$ cat src/common/ssr_pkg.sv
// constants for the setup register bank: frame layout, offsets, defaults, timing
package ssr_pkg;
  localparam logic [1:0] SSR_CMD_WRITE = 2'h1;
  localparam logic [4:0] SSR_ADDR_REG = 5'h05;
  localparam logic [4:0] SSR_ADDR_WD = 5'h06;
  localparam logic [4:0] SSR_FRAME_BITS = 5'h10;
  localparam logic [4:0] SSR_CMD_BYTE_LAST = 5'h07;
  localparam logic [4:0] SSR_DATA_FIRST = 5'h08;
  localparam int SSR_CMD_HI = 15;
  localparam int SSR_CMD_LO = 14;
  localparam int SSR_BYTE_CMD_HI = 7;
  localparam int SSR_BYTE_CMD_LO = 6;
  localparam int SSR_BYTE_ADDR_HI = 5;
  localparam int SSR_BYTE_ADDR_LO = 1;
  localparam logic [7:0] SSR_REG_RESET = 8'h80;
  localparam logic [7:0] SSR_WD_RESET = 8'h42;
  localparam int SSR_SYNC_BIT = 7;
  localparam int SSR_UV_HI = 6;
  localparam int SSR_UV_LO = 5;
  localparam int SSR_RSTD_HI = 4;
  localparam int SSR_RSTD_LO = 3;
  localparam int SSR_AUX_BIT = 2;
  localparam int SSR_CYC_HI = 1;
  localparam int SSR_CYC_LO = 0;
  localparam int SSR_WD_DEADLINE_BIT = 7;
  localparam logic [1:0] SSR_UV_IRQ_CODE = 2'h1;
  localparam logic [1:0] SSR_UV_LOW_CODE = 2'h2;
  localparam int SSR_CLK_MHZ = 10;
  localparam int SSR_RST_T0_US = 1000;
  localparam int SSR_RST_T1_US = 5000;
  localparam int SSR_RST_T2_US = 10000;
  localparam int SSR_RST_T3_US = 20000;
  localparam int SSR_CYC_T0_US = 200;
  localparam int SSR_CYC_T1_US = 400;
  localparam int SSR_CYC_T2_US = 800;
  localparam int SSR_CYC_T3_US = 1600;
  localparam int SSR_RST_C0 = SSR_RST_T0_US * SSR_CLK_MHZ;
  localparam int SSR_RST_C1 = SSR_RST_T1_US * SSR_CLK_MHZ;
  localparam int SSR_RST_C2 = SSR_RST_T2_US * SSR_CLK_MHZ;
  localparam int SSR_RST_C3 = SSR_RST_T3_US * SSR_CLK_MHZ;
  localparam int SSR_CYC_C0 = SSR_CYC_T0_US * SSR_CLK_MHZ;
  localparam int SSR_CYC_C1 = SSR_CYC_T1_US * SSR_CLK_MHZ;
  localparam int SSR_CYC_C2 = SSR_CYC_T2_US * SSR_CLK_MHZ;
  localparam int SSR_CYC_C3 = SSR_CYC_T3_US * SSR_CLK_MHZ;
endpackage : ssr_pkg

$ cat src/hdl/ssr_setup_regs.sv
// setup register bank behind the serial port, with reset hold and cyclic timing
// Behaviour
// - setup registers are written only while the device is in initialization mode.
// - sync bit 0 samples wake input anytime; 1 only during first I/O activation.
// - threshold 00/11 reset 0.9, 01 interrupt 0.9 reset 0.7, 10 reset 0.7.
// - reset held low 1, 5, 10 or 20 ms after supply recovers.
// - auxiliary select bit gives 3.3 V when 0, 5.0 V when 1.
// - first I/O activation time 200, 400, 800 or 1600 us by code.
// - watchdog setup register at 0_0110 holds eight fields b7 to b0.
// - deadline enable cleared imposes no interrupt-to-read timing constraint.
`timescale 1ns/1ns
`default_nettype none
module ssr_setup_regs
  import ssr_pkg::*;
#(
  parameter logic [17:0] RST_HOLD_0 = 18'(SSR_RST_C0),
  parameter logic [17:0] RST_HOLD_1 = 18'(SSR_RST_C1),
  parameter logic [17:0] RST_HOLD_2 = 18'(SSR_RST_C2),
  parameter logic [17:0] RST_HOLD_3 = 18'(SSR_RST_C3),
  parameter logic [14:0] CYC_ON_0 = 15'(SSR_CYC_C0),
  parameter logic [14:0] CYC_ON_1 = 15'(SSR_CYC_C1),
  parameter logic [14:0] CYC_ON_2 = 15'(SSR_CYC_C2),
  parameter logic [14:0] CYC_ON_3 = 15'(SSR_CYC_C3)
) (
  input wire logic clk_sys,
  input wire logic resetn,
  input wire logic spi_sclk,
  input wire logic spi_cs_n,
  input wire logic spi_mosi,
  output logic spi_miso,
  input wire logic init_mode,
  input wire logic supply_ok,
  input wire logic cyclic_start,
  output logic [7:0] regulator_setup,
  output logic [7:0] watchdog_setup,
  output logic io_sense_sync,
  output logic [1:0] supply_uv_threshold_sel,
  output logic [1:0] reset_pulse_length_sel,
  output logic aux_voltage_sel,
  output logic [1:0] cyclic_on_time_sel,
  output logic irq_read_deadline_en,
  output logic uv_irq_en,
  output logic uv_reset_low_thr,
  output logic reset_out_n,
  output logic io0_active,
  output logic io1_sample_en
);

  typedef struct packed {
    logic cs_s1, cs_s2, cs_s3;
    logic sck_s1, sck_s2, sck_s3;
    logic mosi_s1, mosi_s2;
    logic sup_s1, sup_s2, sup_s3;
    logic [15:0] shift;
    logic [4:0] bcnt;
    logic [7:0] rd;
    logic miso;
    logic [7:0] reg_q;
    logic [7:0] wd_q;
    logic uv_irq;
    logic uv_low;
    logic [17:0] hold_cnt;
    logic rst_n;
    logic [14:0] cyc_cnt;
    logic io0;
    logic io1;
  } ssr_state_type;

  ssr_state_type st_q, st_d;
  logic [7:0] cmd_byte;
  logic commit;

  always_comb begin
    st_d = st_q;
    // pins cross into clk_sys through two flops; third stage only for edges
    st_d.cs_s1 = spi_cs_n;
    st_d.cs_s2 = st_q.cs_s1;
    st_d.cs_s3 = st_q.cs_s2;
    st_d.sck_s1 = spi_sclk;
    st_d.sck_s2 = st_q.sck_s1;
    st_d.sck_s3 = st_q.sck_s2;
    st_d.mosi_s1 = spi_mosi;
    st_d.mosi_s2 = st_q.mosi_s1;
    st_d.sup_s1 = supply_ok;
    st_d.sup_s2 = st_q.sup_s1;
    st_d.sup_s3 = st_q.sup_s2;
    cmd_byte = {st_q.shift[6:0], st_q.mosi_s2};
    commit = 1'b0;
    if (st_q.cs_s2) begin
      st_d.bcnt = '0;
      st_d.miso = 1'b0;
      // frame ends at chip-select release; only full 16-bit writes commit
      if (!st_q.cs_s3 && st_q.bcnt == SSR_FRAME_BITS
          && st_q.shift[SSR_CMD_HI:SSR_CMD_LO] == SSR_CMD_WRITE) begin
        commit = init_mode;
        // parity position not checked; host keeps it zero
        if (commit && st_q.shift[SSR_CMD_HI-2:SSR_CMD_LO-5] == SSR_ADDR_REG) begin
          st_d.reg_q = st_q.shift[7:0];
        end
        if (commit && st_q.shift[SSR_CMD_HI-2:SSR_CMD_LO-5] == SSR_ADDR_WD) begin
          st_d.wd_q = st_q.shift[7:0];
        end
      end
    end else begin
      if (st_q.sck_s2 && !st_q.sck_s3 && st_q.bcnt != SSR_FRAME_BITS) begin
        st_d.shift = {st_q.shift[14:0], st_q.mosi_s2};
        st_d.bcnt = st_q.bcnt + 5'h01;
        if (st_q.bcnt == SSR_CMD_BYTE_LAST) begin
          unique case (cmd_byte[SSR_BYTE_ADDR_HI:SSR_BYTE_ADDR_LO])
            SSR_ADDR_REG: st_d.rd = st_q.reg_q;
            SSR_ADDR_WD: st_d.rd = st_q.wd_q;
            default: st_d.rd = '0;
          endcase
        end
      end
      if (!st_q.sck_s2 && st_q.sck_s3 && st_q.bcnt >= SSR_DATA_FIRST) begin
        st_d.miso = st_q.rd[7];
        st_d.rd = {st_q.rd[6:0], 1'b0};
      end
    end
    // undervoltage behaviour decode; 00 and 11 both mean reset at the high level
    st_d.uv_irq = st_q.reg_q[SSR_UV_HI:SSR_UV_LO] == SSR_UV_IRQ_CODE;
    st_d.uv_low = st_q.reg_q[SSR_UV_HI:SSR_UV_LO] == SSR_UV_IRQ_CODE
                  || st_q.reg_q[SSR_UV_HI:SSR_UV_LO] == SSR_UV_LOW_CODE;
    // reset hold: length taken at supply recovery so a later write cannot cut it
    if (!st_q.sup_s2) begin
      st_d.rst_n = 1'b0;
      st_d.hold_cnt = '0;
    end else if (!st_q.sup_s3) begin
      st_d.rst_n = 1'b0;
      unique case (st_q.reg_q[SSR_RSTD_HI:SSR_RSTD_LO])
        2'h0: st_d.hold_cnt = RST_HOLD_0;
        2'h1: st_d.hold_cnt = RST_HOLD_1;
        2'h2: st_d.hold_cnt = RST_HOLD_2;
        2'h3: st_d.hold_cnt = RST_HOLD_3;
      endcase
    end else if (st_q.hold_cnt > 18'h00001) begin
      st_d.hold_cnt = st_q.hold_cnt - 18'h00001;
    end else if (st_q.hold_cnt == 18'h00001) begin
      st_d.hold_cnt = '0;
      st_d.rst_n = 1'b1;
    end
    // first I/O activation window for cyclic sensing
    if (cyclic_start && !st_q.io0) begin
      st_d.io0 = 1'b1;
      unique case (st_q.reg_q[SSR_CYC_HI:SSR_CYC_LO])
        2'h0: st_d.cyc_cnt = CYC_ON_0;
        2'h1: st_d.cyc_cnt = CYC_ON_1;
        2'h2: st_d.cyc_cnt = CYC_ON_2;
        2'h3: st_d.cyc_cnt = CYC_ON_3;
      endcase
    end else if (st_q.cyc_cnt > 15'h0001) begin
      st_d.cyc_cnt = st_q.cyc_cnt - 15'h0001;
    end else if (st_q.cyc_cnt == 15'h0001) begin
      st_d.cyc_cnt = '0;
      st_d.io0 = 1'b0;
    end
    st_d.io1 = !st_q.reg_q[SSR_SYNC_BIT] || st_d.io0;
  end

  always_ff @(posedge clk_sys) begin
    if (!resetn) begin
      st_q <= '0;
      st_q.cs_s1 <= 1'b1;
      st_q.cs_s2 <= 1'b1;
      st_q.cs_s3 <= 1'b1;
      st_q.reg_q <= SSR_REG_RESET;
      st_q.wd_q <= SSR_WD_RESET;
    end else begin
      st_q <= st_d;
    end
  end

  assign spi_miso = st_q.miso;
  assign regulator_setup = st_q.reg_q;
  assign watchdog_setup = st_q.wd_q;
  assign io_sense_sync = st_q.reg_q[SSR_SYNC_BIT];
  assign supply_uv_threshold_sel = st_q.reg_q[SSR_UV_HI:SSR_UV_LO];
  assign reset_pulse_length_sel = st_q.reg_q[SSR_RSTD_HI:SSR_RSTD_LO];
  assign aux_voltage_sel = st_q.reg_q[SSR_AUX_BIT];
  assign cyclic_on_time_sel = st_q.reg_q[SSR_CYC_HI:SSR_CYC_LO];
  // when clear, no deadline is enforced downstream
  assign irq_read_deadline_en = st_q.wd_q[SSR_WD_DEADLINE_BIT];
  assign uv_irq_en = st_q.uv_irq;
  assign uv_reset_low_thr = st_q.uv_low;
  assign reset_out_n = st_q.rst_n;
  assign io0_active = st_q.io0;
  assign io1_sample_en = st_q.io1;

  write_gate_a: assert property (@(posedge clk_sys) disable iff (!resetn)
    !init_mode |=> $stable(st_q.reg_q) && $stable(st_q.wd_q))
    else $error("setup register changed outside init mode");
  wd_write_a: assert property (@(posedge clk_sys) disable iff (!resetn)
    commit && st_q.shift[SSR_CMD_HI-2:SSR_CMD_LO-5] == SSR_ADDR_WD
    |=> st_q.wd_q == $past(st_q.shift[7:0]))
    else $error("watchdog setup write not stored");
  hold_write_a: assert property (@(posedge clk_sys) disable iff (!resetn)
    st_q.cs_s2 && !st_q.cs_s3 && !init_mode |=> $stable(st_q.reg_q))
    else $error("frame outside init mode altered register");
  uv_decode_a: assert property (@(posedge clk_sys) disable iff (!resetn)
    ##1 uv_irq_en == ($past(supply_uv_threshold_sel) == 2'h1)
    && uv_reset_low_thr == ($past(supply_uv_threshold_sel) inside {2'h1, 2'h2}))
    else $error("undervoltage decode wrong");
  reset_release_a: assert property (@(posedge clk_sys) disable iff (!resetn)
    $rose(reset_out_n) |-> $past(st_q.hold_cnt) == 18'h00001 && $past(st_q.sup_s2, 2))
    else $error("reset released without full hold");
  reset_load_a: assert property (@(posedge clk_sys) disable iff (!resetn)
    st_q.sup_s2 && !st_q.sup_s3 && reset_pulse_length_sel == 2'h0
    |=> st_q.hold_cnt == RST_HOLD_0 && !reset_out_n)
    else $error("reset hold length not loaded");
  cyc_load_a: assert property (@(posedge clk_sys) disable iff (!resetn)
    cyclic_start && !io0_active && cyclic_on_time_sel == 2'h1
    |=> io0_active && st_q.cyc_cnt == CYC_ON_1)
    else $error("activation time not loaded");
  io1_gate_a: assert property (@(posedge clk_sys) disable iff (!resetn)
    io_sense_sync && !io0_active |-> !io1_sample_en || $past(!io_sense_sync))
    else $error("second input sampled outside activation");
  por_default_a: assert property (@(posedge clk_sys) disable iff (!resetn)
    $rose(resetn) |-> regulator_setup == SSR_REG_RESET && watchdog_setup == SSR_WD_RESET)
    else $error("defaults not restored by reset");

endmodule : ssr_setup_regs
`default_nettype wire

$ cat config.mk
export PLATFORM = sky130hd
export DESIGN_NAME = ssr_setup_regs
export DESIGN_NICKNAME = d
export VERILOG_FILES = /design/src/common/ssr_pkg.sv /design/src/hdl/ssr_setup_regs.sv
export SDC_FILE = /design/constraint.sdc
export NUM_CORES = 1
export LEC_CHECK = 0
export BUFFER_PORTS_ARGS = -buffer_cell sky130_fd_sc_hd__buf_2
export CAP_MARGIN = 20
export CORE_ASPECT_RATIO = 0.6
export CORE_MARGIN = 1.5
export CORE_UTILIZATION = 50
export CTS_BUF_LIST = sky130_fd_sc_hd__clkbuf_4 sky130_fd_sc_hd__clkbuf_8
export DETAILED_ROUTE_END_ITERATION = 16
export HOLD_SLACK_MARGIN = 0.02
export PLACE_DENSITY = 0.71
export SLEW_MARGIN = 0
export SYNTH_ARGS = -nofsm -noshare
export SYNTH_HDL_FRONTEND = slang
export SYNTH_SLANG_ARGS = --single-unit
$ cat constraint.sdc
create_clock -name clk_sys -period 2.84 [get_ports clk_sys]
set_input_delay 0.426 -clock clk_sys [delete_from_list [all_inputs] [get_ports clk_sys]]
set_output_delay 0.426 -clock clk_sys [all_outputs]
set_load 0.01 [all_outputs]
=== After elaboration in Yosys (flattened, before gate mapping) ===
Cells that the tools add are included.
W data, S select, Z words.

* Register bits: 95
* Input bits: 8
* Output and inout bits: 31
* Word-level logic and storage cells: 95

* Add/sub/neg operators: 3
* Magnitude comparators: 3
* Eq/ne operators: 19
* Mux-type cells: 14
* Bitwise gates (word level): 3
* Reductions and logical operators: 29

{| class="wikitable"
|+ Operators by type and width
! cell !! count
|-
| $pmux W18 S4 || 1
|-
| $pmux W15 S4 || 1
|-
| $mux W19 || 2
|-
| $mux W16 || 2
|-
| $eq A5 B3 Y1 const B || 5
|-
| $eq A18 B1 Y1 const B || 1
|-
| $gt A18 B1 Y1 const B || 1
|-
| $mux W18 || 1
|-
| $sub A18 B1 Y18 const B || 1
|-
| $mux W8 || 2
|-
| $pmux W8 S2 || 1
|-
| $eq A15 B1 Y1 const B || 1
|-
| $gt A15 B1 Y1 const B || 1
|-
| $mux W15 || 1
|-
| $sub A15 B1 Y15 const B || 1
|-
| $reduce_and A3 Y1 || 4
|-
| $eq A2 B2 Y1 const B || 5
|-
| $logic_and A1 B1 Y1 || 9
|-
| $mux W9 || 1
|-
| $eq A2 B1 Y1 const B || 4
|-
| $reduce_and A2 Y1 || 3
|-
| $add A5 B1 Y5 const B || 1
|-
| $eq A5 B5 Y1 const B || 1
|-
| $ge A5 B4 Y1 const B || 1
|-
| 10 further kinds || 20
|}

=== Depth between registers and ports, before layout ===
Gate-level depths: netlist of run 1.

* Depth after elaboration: 5
* Depth in mapped cells: 9
* Mapped depth without buffers: 7

=== Least setup slack after synthesis of run 1 ===
OpenSTA, ideal clock, no wires.

* Path type: register to register
* Start: register st_q[32] in the netlist's numbering
* End: register st_q[22] in the netlist's numbering
* Arrival: 2.158 ns
* Data required time: 2.718 ns
* Setup slack: 0.560 ns
* Cell stages (with the launch flop): 7
* Period minus slack after synthesis: 2.280 ns
* Cell sequence: dfxtp_1 > or4_4 > or4_4 > buf_6 > or4_4 > and2_4 > o311a_1

* Cells in the longest elaborated chain, start to end: 3
* Elaborated cells on any way between the ends: 5

{| class="wikitable"
|+ Ends and longest elaborated chain
! element !! RTL line !! text
|-
| from (decl) || ssr_setup_regs.sv:69 || <nowiki>ssr_state_type st_q, st_d;</nowiki>
|-
| from (signal assigned) || ssr_setup_regs.sv:170 || <nowiki>st_q <= st_d;</nowiki>
|-
| $gt A18 B1 Y1 || ssr_setup_regs.sv:137 || <nowiki>end else if (st_q.hold_cnt > 18'h00001) begin</nowiki>
|-
| $mux W18 || ssr_setup_regs.sv:137 ||
|-
| $mux W19 || ssr_setup_regs.sv:129 || <nowiki>end else if (!st_q.sup_s3) begin</nowiki>
|}

Several ways; a longest one is shown, not always the timed one.
A chain may end at the register's enable or synchronous reset.

=== Worst setup path in the final report of run 1 ===
* Start: register st_q[4] in the netlist's numbering
* End: register st_q[10] in the netlist's numbering

* Cells in the longest elaborated chain, start to end: 3
* Elaborated cells on any way between the ends: 6

{| class="wikitable"
|+ Ends and longest elaborated chain
! element !! RTL line !! text
|-
| $sub A15 B1 Y15 / $gt A15 B1 Y1 (equally long branches) || ssr_setup_regs.sv:153, ssr_setup_regs.sv:152 ||
|-
| $mux W15 || ssr_setup_regs.sv:152 || <nowiki>end else if (st_q.cyc_cnt > 15'h0001) begin</nowiki>
|-
| $mux W16 || ssr_setup_regs.sv:144 || <nowiki>if (cyclic_start && !st_q.io0) begin</nowiki>
|}

Several ways; a longest one is shown, not always the timed one.

==> qor.yml, run 1 <==
layout:
  layout-drive-gt1-share_pct: 14.56
  nNetsFinal: 532
  seq_area_um2: 1902
  n_antenna_cell: 0
  multi_input_area_um2: 2276
  fillers: 769
  area_growth_pct: 7.673
  post-route-util_pct: 56.21
  final_cell_mix: "dfxtp_1 (95), nor2_1 (60), buf_2 (38), nand2_1 (34), mux2i_1 (33)"
  layout_commonest_cell: "dfxtp_1"
worst_setup_path:
  cp.depth: 5
  critical_path_class: "register to register"
  cp-start-kind: "register"
  r2r_cells: 5
  crit_buf_inv: 0
  endpoint_kind: "register"
  startpoint: "st_q[4]"
  path_cells: "or4_1 > nor4_1 > nand2_1 > o41ai_4 > nor2_1"
  cp-endpoint: "st_q[10]"
  critPathMaxStageDelay_ns: 0.68
  cp_top_family: "simple AND/OR/NAND/NOR gates"
  rrSetupSlack_ns: 0.23
  reg2reg_to: "st_q[10]"
  reg2reg_from: "st_q[4]"
  cp_data_arrival_time_ns: 2.85
  crit_fanout: 9
  cpMaxStageDelayCell: "or4_1"
  cp_data_required_time_ns: 3.08
worst_hold_path:
  hold_class: "primary input to register"
power_and_ir_drop:
  p_int_uw: 2024
  p_clk_share_pct: 34.0
  vdd_drop_max_uv: 375.4
  leakagePower_uw: 0.002095
  pwr-share-seq_pct: 51.6
  netSwitchingFraction_pct: 27.03
  finalPower_uw: 2773
  netSwitchingPower_uw: 749.7
  share_comb_of_total_power_pct: 14.3
  p_per_area_nw_per_um2: 572.3
cts:
  htreeDepth: 3
  clockRootBuffer: "clkbuf_8"
  clock_path_buffers: 2
  cts_setup_buffers: 0
  clkSinkCount: 95
  numCtsBuffers: 9
  clock_latency_ns: 0.37
  cts.clk_slew.worst_paths_ns: 0.09
  post_cts_resized: 0
  tritoncts: "built"
  holdBufCountCts: 0
logic_synthesis:
  yosysTopAreaCell: "dfxtp_1"
  synth_edf_count: 0
  ys_ff_latch: 95
  synthCells: 498
  synth.avg_cell_area_um2: 9.037
  synth_fp_nets: 520
  yosys.cell_types.count: 56
  synth_seq_area_share_pct: 42.26
  syn_area_um2: 4501
  synth_top_area_share_pct: 42.26
  synth_ff_type: "dfxtp_1"
  synthTopCellsByArea: "dfxtp_1 (42%), mux2i_1 (7.3%), nor2_1 (5.0%), ha_1 (3.9%), buf_4 (3.7%)"
  ys_warn_count: 0
  ys_async_sr_fraction_pct: 0
placement:
  port-buffer-count: 38
  dp_worst_setup_slack_ns: 0.2849
  gp_congestion: 0.9598
  hpwl_um: 7239
routing:
  drt_iter0_drc: 272
  ant_nets: 0
  drc_errors: 0
  first_pass_iters: 5
  routedWlPerCell_um: 15.85
  viasPerCell: 5.719
  via_count: 3586
  wl_um: 9941
global_routing:
  grtUsageTotal_pct: 21.29
  antenna_found_initial: 0
  grt_pass1_vias: 3147
  overflow: 0
  grt_pass1_wl_um: 16170
  grt_max_degree: 43
run:
  cap_violations: 0
run_status:
  status: "finished clean"
timing:
  timing.final.crit_share_pct: 91.92
  fin_skew_ns: 0.004188
  slew_violations: 0
  setup-tns-final_ns: 0
  finalHoldViolCount: 0
  relSlewSlack_pct: 55.61
  worst_pin_slew_ns: 0.6638
  post-route-min-period_ns: 2.611
  setup_viol: 0
  rsz0062_at_grt: "false"
  finalWorstSetupSlack_ns: 0.2295
  hold_ws_ns: 0.2357
  max_freq_mhz: 383.1
floorplan:
  core_um2: 8621
  start_util_pct: 52.21
  die_w_um: 125.5
  die_area_um2: 9598
  io_pins: 39
  rows: 26
  die_h_um: 76.49
power by group through the flow:
| stage | registers (uW) | clock network, uW | logic (uW) |
|---|---|---|---|
| floorplan | 1450 | 0 | 321 |
| global placement | 1460 | 0 | 381 |
| detailed placement | 1460 | 0 | 386 |
| CTS | 1430 | 969 | 391 |
| global route | 1440 | 1030 | 439 |
| finish | 1430 | 944 | 397 |
worst register-to-register path: stages (launching register included):
cell and delay (ns):
dfxtp_1 0.36, or4_1 0.69, nor4_1 0.52, nand2_1 0.22, o41ai_4 0.60, nor2_1 0.11
synthesized netlist by cell type (2+ instances only):
| cell type | number |
|---|---|
| dfxtp_1 | 95 |
| nor2_1 | 60 |
| nand2_1 | 34 |
| mux2i_1 | 33 |
| a21oi_1 | 25 |
| buf_4 | 22 |
| nor3_1 | 21 |
| inv_1 | 17 |
| clkbuf_1 | 16 |
| xor2_1 | 16 |
| ha_1 | 14 |
| o21ai_0 | 11 |
| xnor2_1 | 11 |
| and2_1 | 8 |
| nor4_1 | 8 |
| a221o_1 | 7 |
| nand2b_1 | 7 |
| o211ai_1 | 7 |
| nor2b_1 | 6 |
| or3_1 | 6 |
| a211oi_1 | 5 |
| nand4_1 | 5 |
| or4_1 | 5 |
| nand3_1 | 4 |
| nor3b_1 | 4 |
| or2_2 | 4 |
| buf_1 | 3 |
| nand3b_1 | 3 |
| nor4bb_1 | 3 |
| or4_4 | 3 |
| a21o_1 | 2 |
| a31oi_1 | 2 |
| a41o_1 | 2 |
| and3b_1 | 2 |
| o211a_1 | 2 |
| o22ai_1 | 2 |
| o311a_1 | 2 |
| o31ai_1 | 2 |
| o32ai_1 | 2 |
cell type report:
type,instances,share of cell area [%]
Clock buffer,12,3.408
Clock inverter,4,1.084
Inverter,18,1.394
Multi-Input combinational cell,341,46.97
Sequential cell,95,39.25
Tap cell,112,2.892
Timing Repair Buffer,45,5.009
state kept, by name (all words and copies together), names as in the netlist:
| name | count |
|---|---|
| reset_out_n | 1 |
| spi_miso | 1 |
| io0_active | 1 |
| st_q | 58 |
| watchdog_setup | 8 |
| cmd_byte | 8 |
| io1_sample_en | 1 |
| st_d | 7 |
| uv_reset_low_thr | 1 |
| uv_irq_en | 1 |
| regulator_setup | 8 |
stage by stage:
stage,instance area [um^2],std cells
floorplan,4501,498
global placement,4628,611
CTS,4846,627
finish,4846,627
global route,4846,627
detailed placement,4628,611
worst min path at each step:
stage	slack (ns)	depth (start not counted)	endpoint	from
2_1_floorplan	0.39	1	st_d[92]	st_d[93]
3_3_place_gp	0.39	1	st_d[92]	st_d[93]
3_5_place_dp	0.42	1	st_d[92]	st_d[93]
4_1_cts	0.22	2	st_d[93]	spi_cs_n
5_1_grt	0.24	2	st_d[93]	spi_cs_n
6_report	0.24	2	st_d[93]	spi_cs_n
layer usage:
metal	global-route usage, %	up-vias	routed length, um
li1	-	1745	-
met1	31.90	1692	5070
met2	28.48	137	3891
met3	7.163	12	860
met4	6.136	0	119
met5	0	-	0
logic make-up after synthesis:
kind of cell / share of synthesized area [%]
buffers and inverters: 7.228
adder cells (fa/ha/maj): 3.892
multiplexers: 7.340
AO/OA/AOI/OAI: 12.76
flip-flops: 42.26
XOR/XNOR: 5.254
AND/OR/NAND/NOR: 21.27
(Power assumes the default switching activity.)
==> inputs of run 2 (changes only) <==
Settings changed: ABC_AREA from default to 1, BUFFER_PORTS_ARGS -buffer_cell sky130_fd_sc_hd__buf_2 to default, DONT_BUFFER_PORTS from default to 1, PLACE_DENSITY 0.71 to 0.67.
==> qor.yml, run 2 <==
run_status:
  status: "finished clean"
placement:
  gp_congestion: 0.8809  # -8.2%
  port-buffer-count: 0  # -100%
  dpl_cell_area_um2: 4843  # +4.6%
  dp_worst_setup_slack_ns: 0.8494  # +0.5645 ns
  dp.cells: 764  # +25%
  hpwl_um: 7786  # +7.6%
cts:
  htreeDepth: 3  # unchanged
  cts_setup_buffers: 0  # unchanged
  clock_path_buffers: 2  # unchanged
  tritoncts: "built"
  post_cts_resized: 0  # unchanged
  holdBufCountCts: 0  # unchanged
  clkSinkCount: 95  # unchanged
  clockRootBuffer: "clkbuf_8"
  numCtsBuffers: 9  # unchanged
  cts.clk_slew.worst_paths_ns: 0.09  # about the same
  clock_latency_ns: 0.36  # about the same
worst_setup_path:
  startpoint: "st_q[18]"
  reg2reg_to: "st_q[23]"
  cp_data_arrival_time_ns: 2.31  # -0.54 ns
  reg2reg_from: "st_q[18]"
  endpoint_kind: "register"
  rrSetupSlack_ns: 0.81  # +0.58 ns
  crit_fanout: 14  # +5
  cp-start-kind: "register"
  cp_data_required_time_ns: 3.12  # +0.04 ns
  r2r_cells: 9  # +4
  critical_path_class: "register to register"
  cp-endpoint: "st_q[23]"
layout:
  multi_input_area_um2: 2516  # +11%
  final_cell_mix: "nand2_1 (153), dfxtp_1 (95), nor2_1 (94), inv_1 (63), o21ai_0 (36)"
  post-route-util_pct: 53.79  # -2.4 points
  nNetsFinal: 667  # +25%
  stdcell_count: 778  # +24%
  layout_commonest_cell: "nand2_1"
  fin_area_um2: 5034  # +3.9%
  layout-drive-gt1-share_pct: 12.04  # -2.5 points
  fillers: 886  # +15%
  area_growth_pct: 2.133
  largest_reg_flops: 58  # unchanged
  seq_area_um2: 1902  # unchanged
  largest-register: "st_q"
  n_antenna_cell: 0  # unchanged
floorplan:
  io_pins: 39  # unchanged
  core_um2: 9358  # +8.5%
  start_util_pct: 52.67  # +0.46 points
  die_area_um2: 10480  # +9.2%
  die_w_um: 131.2  # +4.5%
  rows: 27  # +3.8%
  die_h_um: 79.91  # +4.5%
logic_synthesis:
  synth.avg_cell_area_um2: 7.356  # -19%
  synthMostInstantiatedCell: "nand2_1"
  synth_common_cells: "nand2_1 (153), dfxtp_1 (95), nor2_1 (94), inv_1 (63), o21ai_0 (36)"
  ys_ff_latch: 95  # unchanged
  synth_ff_type: "dfxtp_1"
  synthCells: 670  # +35%
  synth_edf_count: 0  # unchanged
  synth_seq_area_share_pct: 38.59  # -3.7 points
  yosys.cell_types.count: 38  # -32%
  ys_warn_count: 0  # unchanged
  synth_top_area_share_pct: 38.59  # -3.7 points
  synthTopCellsByArea: "dfxtp_1 (39%), nand2_1 (12%), nor2_1 (7.2%), inv_1 (4.8%), o21ai_0 (3.7%)"
  ys_async_sr_fraction_pct: 0  # unchanged
  syn_area_um2: 4928  # +9.5%
  yosysTopAreaCell: "dfxtp_1"
  synth_fp_nets: 692  # +33%
routing:
  wl_um: 10510  # +5.7%
  ant_nets: 0  # unchanged
  viasPerCell: 5.037  # -12%
  routedWlPerCell_um: 13.50  # -15%
  via_count: 3919  # +9.3%
  first_pass_iters: 5  # unchanged
  drt_iter0_drc: 340  # +25%
  drc_errors: 0  # unchanged
power_and_ir_drop:
  leakagePower_uw: 0.002211  # +5.6%
  vdd_drop_max_uv: 210.5  # -44%
  p_per_area_nw_per_um2: 539.7  # -5.7%
timing:
  fin_skew_ns: 0.01134  # +0.007153 ns
  post-route-min-period_ns: 2.032  # -0.5788 ns
  relSlewSlack_pct: 40.93  # -15 points
  setup_viol: 0  # unchanged
  max_freq_mhz: 492.2  # +28%
  setup-tns-final_ns: 0  # unchanged
  finalHoldViolCount: 0  # unchanged
  worst_pin_slew_ns: 0.8838  # +0.2200 ns
  timing.final.crit_share_pct: 71.54  # -20 points
  rsz0062_at_grt: "false"
  finalWorstSetupSlack_ns: 0.8083  # +0.5788 ns
  slew_violations: 0  # unchanged
worst_hold_path:
  hold_class: "primary input to register"
global_routing:
  grtUsageTotal_pct: 21.74  # +0.45 points
  overflow: 0  # unchanged
  grt_max_degree: 51  # +19%
  antenna_found_initial: 0  # unchanged
  grt_pass1_vias: 3592  # +14%
  grt_pass1_wl_um: 18030  # +12%
run:
  cap_violations: 0  # unchanged
-- run 2: cell types whose count changed after synthesis, sizes merged, moves of 8 or more --
cell | previous run | this run
and2 | 9 | 1
a21oi | 25 | 44
nor4 | 8 | 0
mux2i | 33 | 0
nor2 | 60 | 110
or4 | 9 | 0
nand3 | 4 | 33
o21ai | 11 | 38
inv | 17 | 68
nand2 | 34 | 173
xnor2 | 11 | 3
-- run 2: worst max-delay path: stages, from the launching register on --
cell	delay [ns]
dfxtp_1	0.40
inv_1	0.10
ha_1	0.28
nand2_4	0.13
nor2_8	0.06
nand2_4	0.07
nor2_4	0.05
nor2_4	0.58
nand2_1	0.12
a21oi_1	0.14
-- run 2: final cells by class --
class / count / share of cell area, %
multi-input cells: 470 / 49.99
well taps: 130 / 3.231
clock buffers: 11 / 2.883
flip-flops and latches: 95 / 37.78
inverters: 68 / 5.071
clock inverters: 3 / 0.8949
repair buffers: 1 / 0.1491
-- run 2: metal layers --
metal	vias up	GRT usage, %	routed length [um]
li1	2051	-	-
met1	1747	33.01	5778
met2	112	29.26	3822
met3	9	6.159	808
met4	0	5.843	95
met5	-	0	0
-- run 2: logic make-up (layout without fill, tap and decap cells) --
kind of cell / count (synthesis) / in the layout / share of synthesized area [%]
adder cells (fa/ha/maj): 14 / 14 / 3.554
buffers and inverters: 105 / 83 / 10.36
AO/OA/AOI/OAI: 87 / 87 / 9.825
XOR/XNOR: 15 / 15 / 2.666
flip-flops: 95 / 95 / 38.59
AND/OR/NAND/NOR: 354 / 354 / 35.01
-- run 2: metrics by stage --
stage               hold WS, ns  total power [uW]
detailed placement       0.3951              1853
finish                   0.1534              2717
floorplan                0.3905              1788
global placement         0.3955              1844
global route             0.1387              2864
CTS                      0.1330              2744
-- run 2: worst min path at each step --
stage / from / end / slack, ns / cells after the start
3_3_place_gp: st_d[87] / cmd_byte[0] / 0.40 / 2
3_5_place_dp: st_d[87] / cmd_byte[0] / 0.40 / 2
5_1_grt: spi_cs_n / st_d[93] / 0.14 / 1
4_1_cts: resetn / st_d[90] / 0.13 / 2
6_report: resetn / st_d[90] / 0.15 / 2
2_1_floorplan: st_d[87] / cmd_byte[0] / 0.39 / 2
-- run 2: report_power, final --
| part | internal (uW) | switching, uW |
|---|---|---|
| Clock | 432 | 458 |
| Sequential | 1380 | 44.8 |
| Combinational | 144 | 255 |
| Total | 1960 | 758 |
==> inputs of run 3 (changes only) <==
Settings changed: PLACE_DENSITY 0.67 to 0.7.
Clock period 2.84 ns to 1.8 ns, I/O delays scaled along.
==> qor.yml, run 3 (synthesis gave the netlist of run 2 again) <==
worst_hold_path:
  holdPathEnd: "regulator_setup[6]"
  min_path_cells: 2  # unchanged
  hp-start: "resetn"
  hold_class: "primary input to register"
power_and_ir_drop:
  vdd_drop_max_uv: 399.2  # +90%
  leakagePower_uw: 0.002385  # +7.9%
  netSwitchingFraction_pct: 28.00  # +0.099 points
  share_comb_of_total_power_pct: 16.2  # +1.5 points
  pwr-share-seq_pct: 52.1  # -0.5 points
  p_clk_share_pct: 31.7  # -1.1 points
  p_per_area_nw_per_um2: 801.3  # +48%
  netSwitchingPower_uw: 1211  # +60%
  p_int_uw: 3113  # +59%
routing:
  wl_um: 11450  # +9.0%
  routedWlPerCell_um: 14.10  # +4.5%
  via_count: 4202  # +7.2%
  first_pass_iters: 5  # unchanged
  drc_errors: 0  # unchanged
  ant_nets: 0  # unchanged
  drt_iter0_drc: 334  # -1.8%
  viasPerCell: 5.175  # +2.7%
worst_setup_path:
  critPathMaxStageDelay_ns: 0.33  # -0.25 ns
  path_cells: "inv_1 > ha_1 > nand4_2 > nor2_2 > nand3b_4 > nor2_4 > buf_12 > inv_1 > nand2_1 > nand3_1"
  reg2reg_from: "st_q[63]"
  reg2reg_to: "watchdog_setup[1]"
  cp_data_arrival_time_ns: 1.87  # -0.44 ns
  endpoint_kind: "register"
  cp_common_cell: "inv_1"
  cpMaxStageDelayCell: "dfxtp_1"
  critical_path_class: "register to register"
  rrSetupSlack_ns: 0.14  # -0.67 ns
  r2r_cells: 10  # +1
  crit_fanout: 14  # unchanged
  startpoint: "st_q[63]"
  cp_data_required_time_ns: 2.01  # -1.11 ns
  cp-start-kind: "register"
layout:
  layout_commonest_cell: "nand2_1"
  area_growth_pct: 9.495
  stdcell_count: 812  # +4.4%
  layout-drive-gt1-share_pct: 15.40  # +3.4 points
  largest-register: "st_q"
  fillers: 865  # -2.4%
  nNetsFinal: 701  # +5.1%
  n_antenna_cell: 0  # unchanged
  final_cell_mix: "nand2_1 (153), dfxtp_1 (95), nor2_1 (94), inv_1 (63), o21ai_0 (36)"
  largest_reg_flops: 58  # unchanged
global_routing:
  grt_pass1_vias: 3980  # +11%
  grt_max_degree: 37  # -27%
  grtUsageTotal_pct: 23.06  # +1.3 points
  overflow: 0  # unchanged
  grt_pass1_wl_um: 19240  # +6.7%
  antenna_found_initial: 0  # unchanged
cts:
  htreeDepth: 3  # unchanged
  clock_path_buffers: 2  # unchanged
  numCtsBuffers: 9  # unchanged
  tritoncts: "built"
  clkSinkCount: 95  # unchanged
  clock_latency_ns: 0.36  # about the same
  clockRootBuffer: "clkbuf_8"
  cts.clk_slew.worst_paths_ns: 0.09  # about the same
timing:
  hold_ws_ns: 0.04251  # -0.1109 ns
  slew_violations: 0  # unchanged
  finalHoldViolCount: 0  # unchanged
  setup_viol: 0  # unchanged
  worst_pin_slew_ns: 0.6978  # -0.1861 ns
  timing.final.crit_share_pct: 92.37  # +21 points
  relSlewSlack_pct: 53.33  # +12 points
  post-route-min-period_ns: 1.663  # -0.3690 ns
  setup-tns-final_ns: 0  # unchanged
  rsz0062_at_grt: "false"
  fin_skew_ns: 0.01089  # -0.0004491 ns
  max_freq_mhz: 601.4  # +22%
placement:
  hpwl_um: 8195  # +5.2%
  gp_congestion: 0.9248  # +5.0%
  dp.cells: 782  # +2.4%
  port-buffer-count: 0  # unchanged
floorplan:
  die_area_um2: 10480  # unchanged
  die_w_um: 131.2  # unchanged
  start_util_pct: 52.67  # unchanged
  core_um2: 9358  # unchanged
  die_h_um: 79.91  # unchanged
  rows: 27  # unchanged
  io_pins: 39  # unchanged
run:
  cap_violations: 0  # unchanged
run_status:
  status: "finished clean"
-- run 3: changes by cell type in the layout (fill, tap and decap cells not counted) --
cell	delta
buf_12	+6
buf_4	+20
clkbuf_4	-1
clkinv_2	+2
clkinvlp_4	-1
dlygate4sd3_1	+8
nor3_1	-1
nor3_2	-1
nor3_4	+2
-- run 3: cell type report --
cell class	instances	area, um^2	area share [%]
Clock inverter	4	47.55	0.8811
Timing Repair Buffer	35	357.8	6.631
Tap cell	130	162.7	3.014
Clock buffer	10	137.6	2.550
Multi-Input combinational cell	470	2534	46.95
Inverter	68	255.2	4.730
Sequential cell	95	1902	35.24
-- run 3: how the worst max path moves through the flow --
stage	endpoint	slack, ns	cells past startpoint
6_report	watchdog_setup[1]	0.14	10
5_1_grt	watchdog_setup[6]	0.01	10
3_5_place_dp	st_q[23]	-0.12	9
4_1_cts	watchdog_setup[1]	0.05	9
2_1_floorplan	st_q[25]	0.26	10
3_3_place_gp	st_q[35]	0.002	9
-- run 3: repair_timing --
item | in CTS | in global routing
setup buffers | 6 | 2
pin swaps | 1 | 2
setup endpoints to repair | 14 | 16
hold buffers | 6 | 2
hold endpoints to repair | 16 | 2
gates resized for setup | 0 | 3
-- run 3: critical path, delay by kind of cell (launching register included) --
family	cells	cell delay [ns]
buf+inv	3	0.29
flops	1	0.33
fa+ha+maj	1	0.18
simple gates	6	0.71
-- run 3: through the flow --
stage	utilization, %	cell area (um^2)	total power (uW)	setup slack [ns]
2_1_floorplan	-	4928	2822	0.2635
6_report	57.67	5396	4324	0.1373
5_1_grt	57.67	5396	4564	0.01386
3_3_place_gp	53.20	4979	2941	0.002189
4_1_cts	56.84	5319	4335	0.05030
3_5_place_dp	53.20	4979	2959	-0.1189
-- run 3: layer usage --
layer	GRT usage [%]	part of all wire (%)	vias to the layer above
met5	0	0	-
met4	6.404	1.0	0
met3	6.540	7.9	14
met2	34.71	41	136
met1	32.22	50	1933
li1	-	-	2119
-- run 3: power by group through the flow --
stage          Sequential, uW  Clock, uW  Combinational [uW]
6_report                 2250       1370                 702
3_5_place_dp             2300          0                 659
4_1_cts                  2250       1400                 686
5_1_grt                  2260       1500                 801
3_3_place_gp             2300          0                 643
2_1_floorplan            2290          0                 536
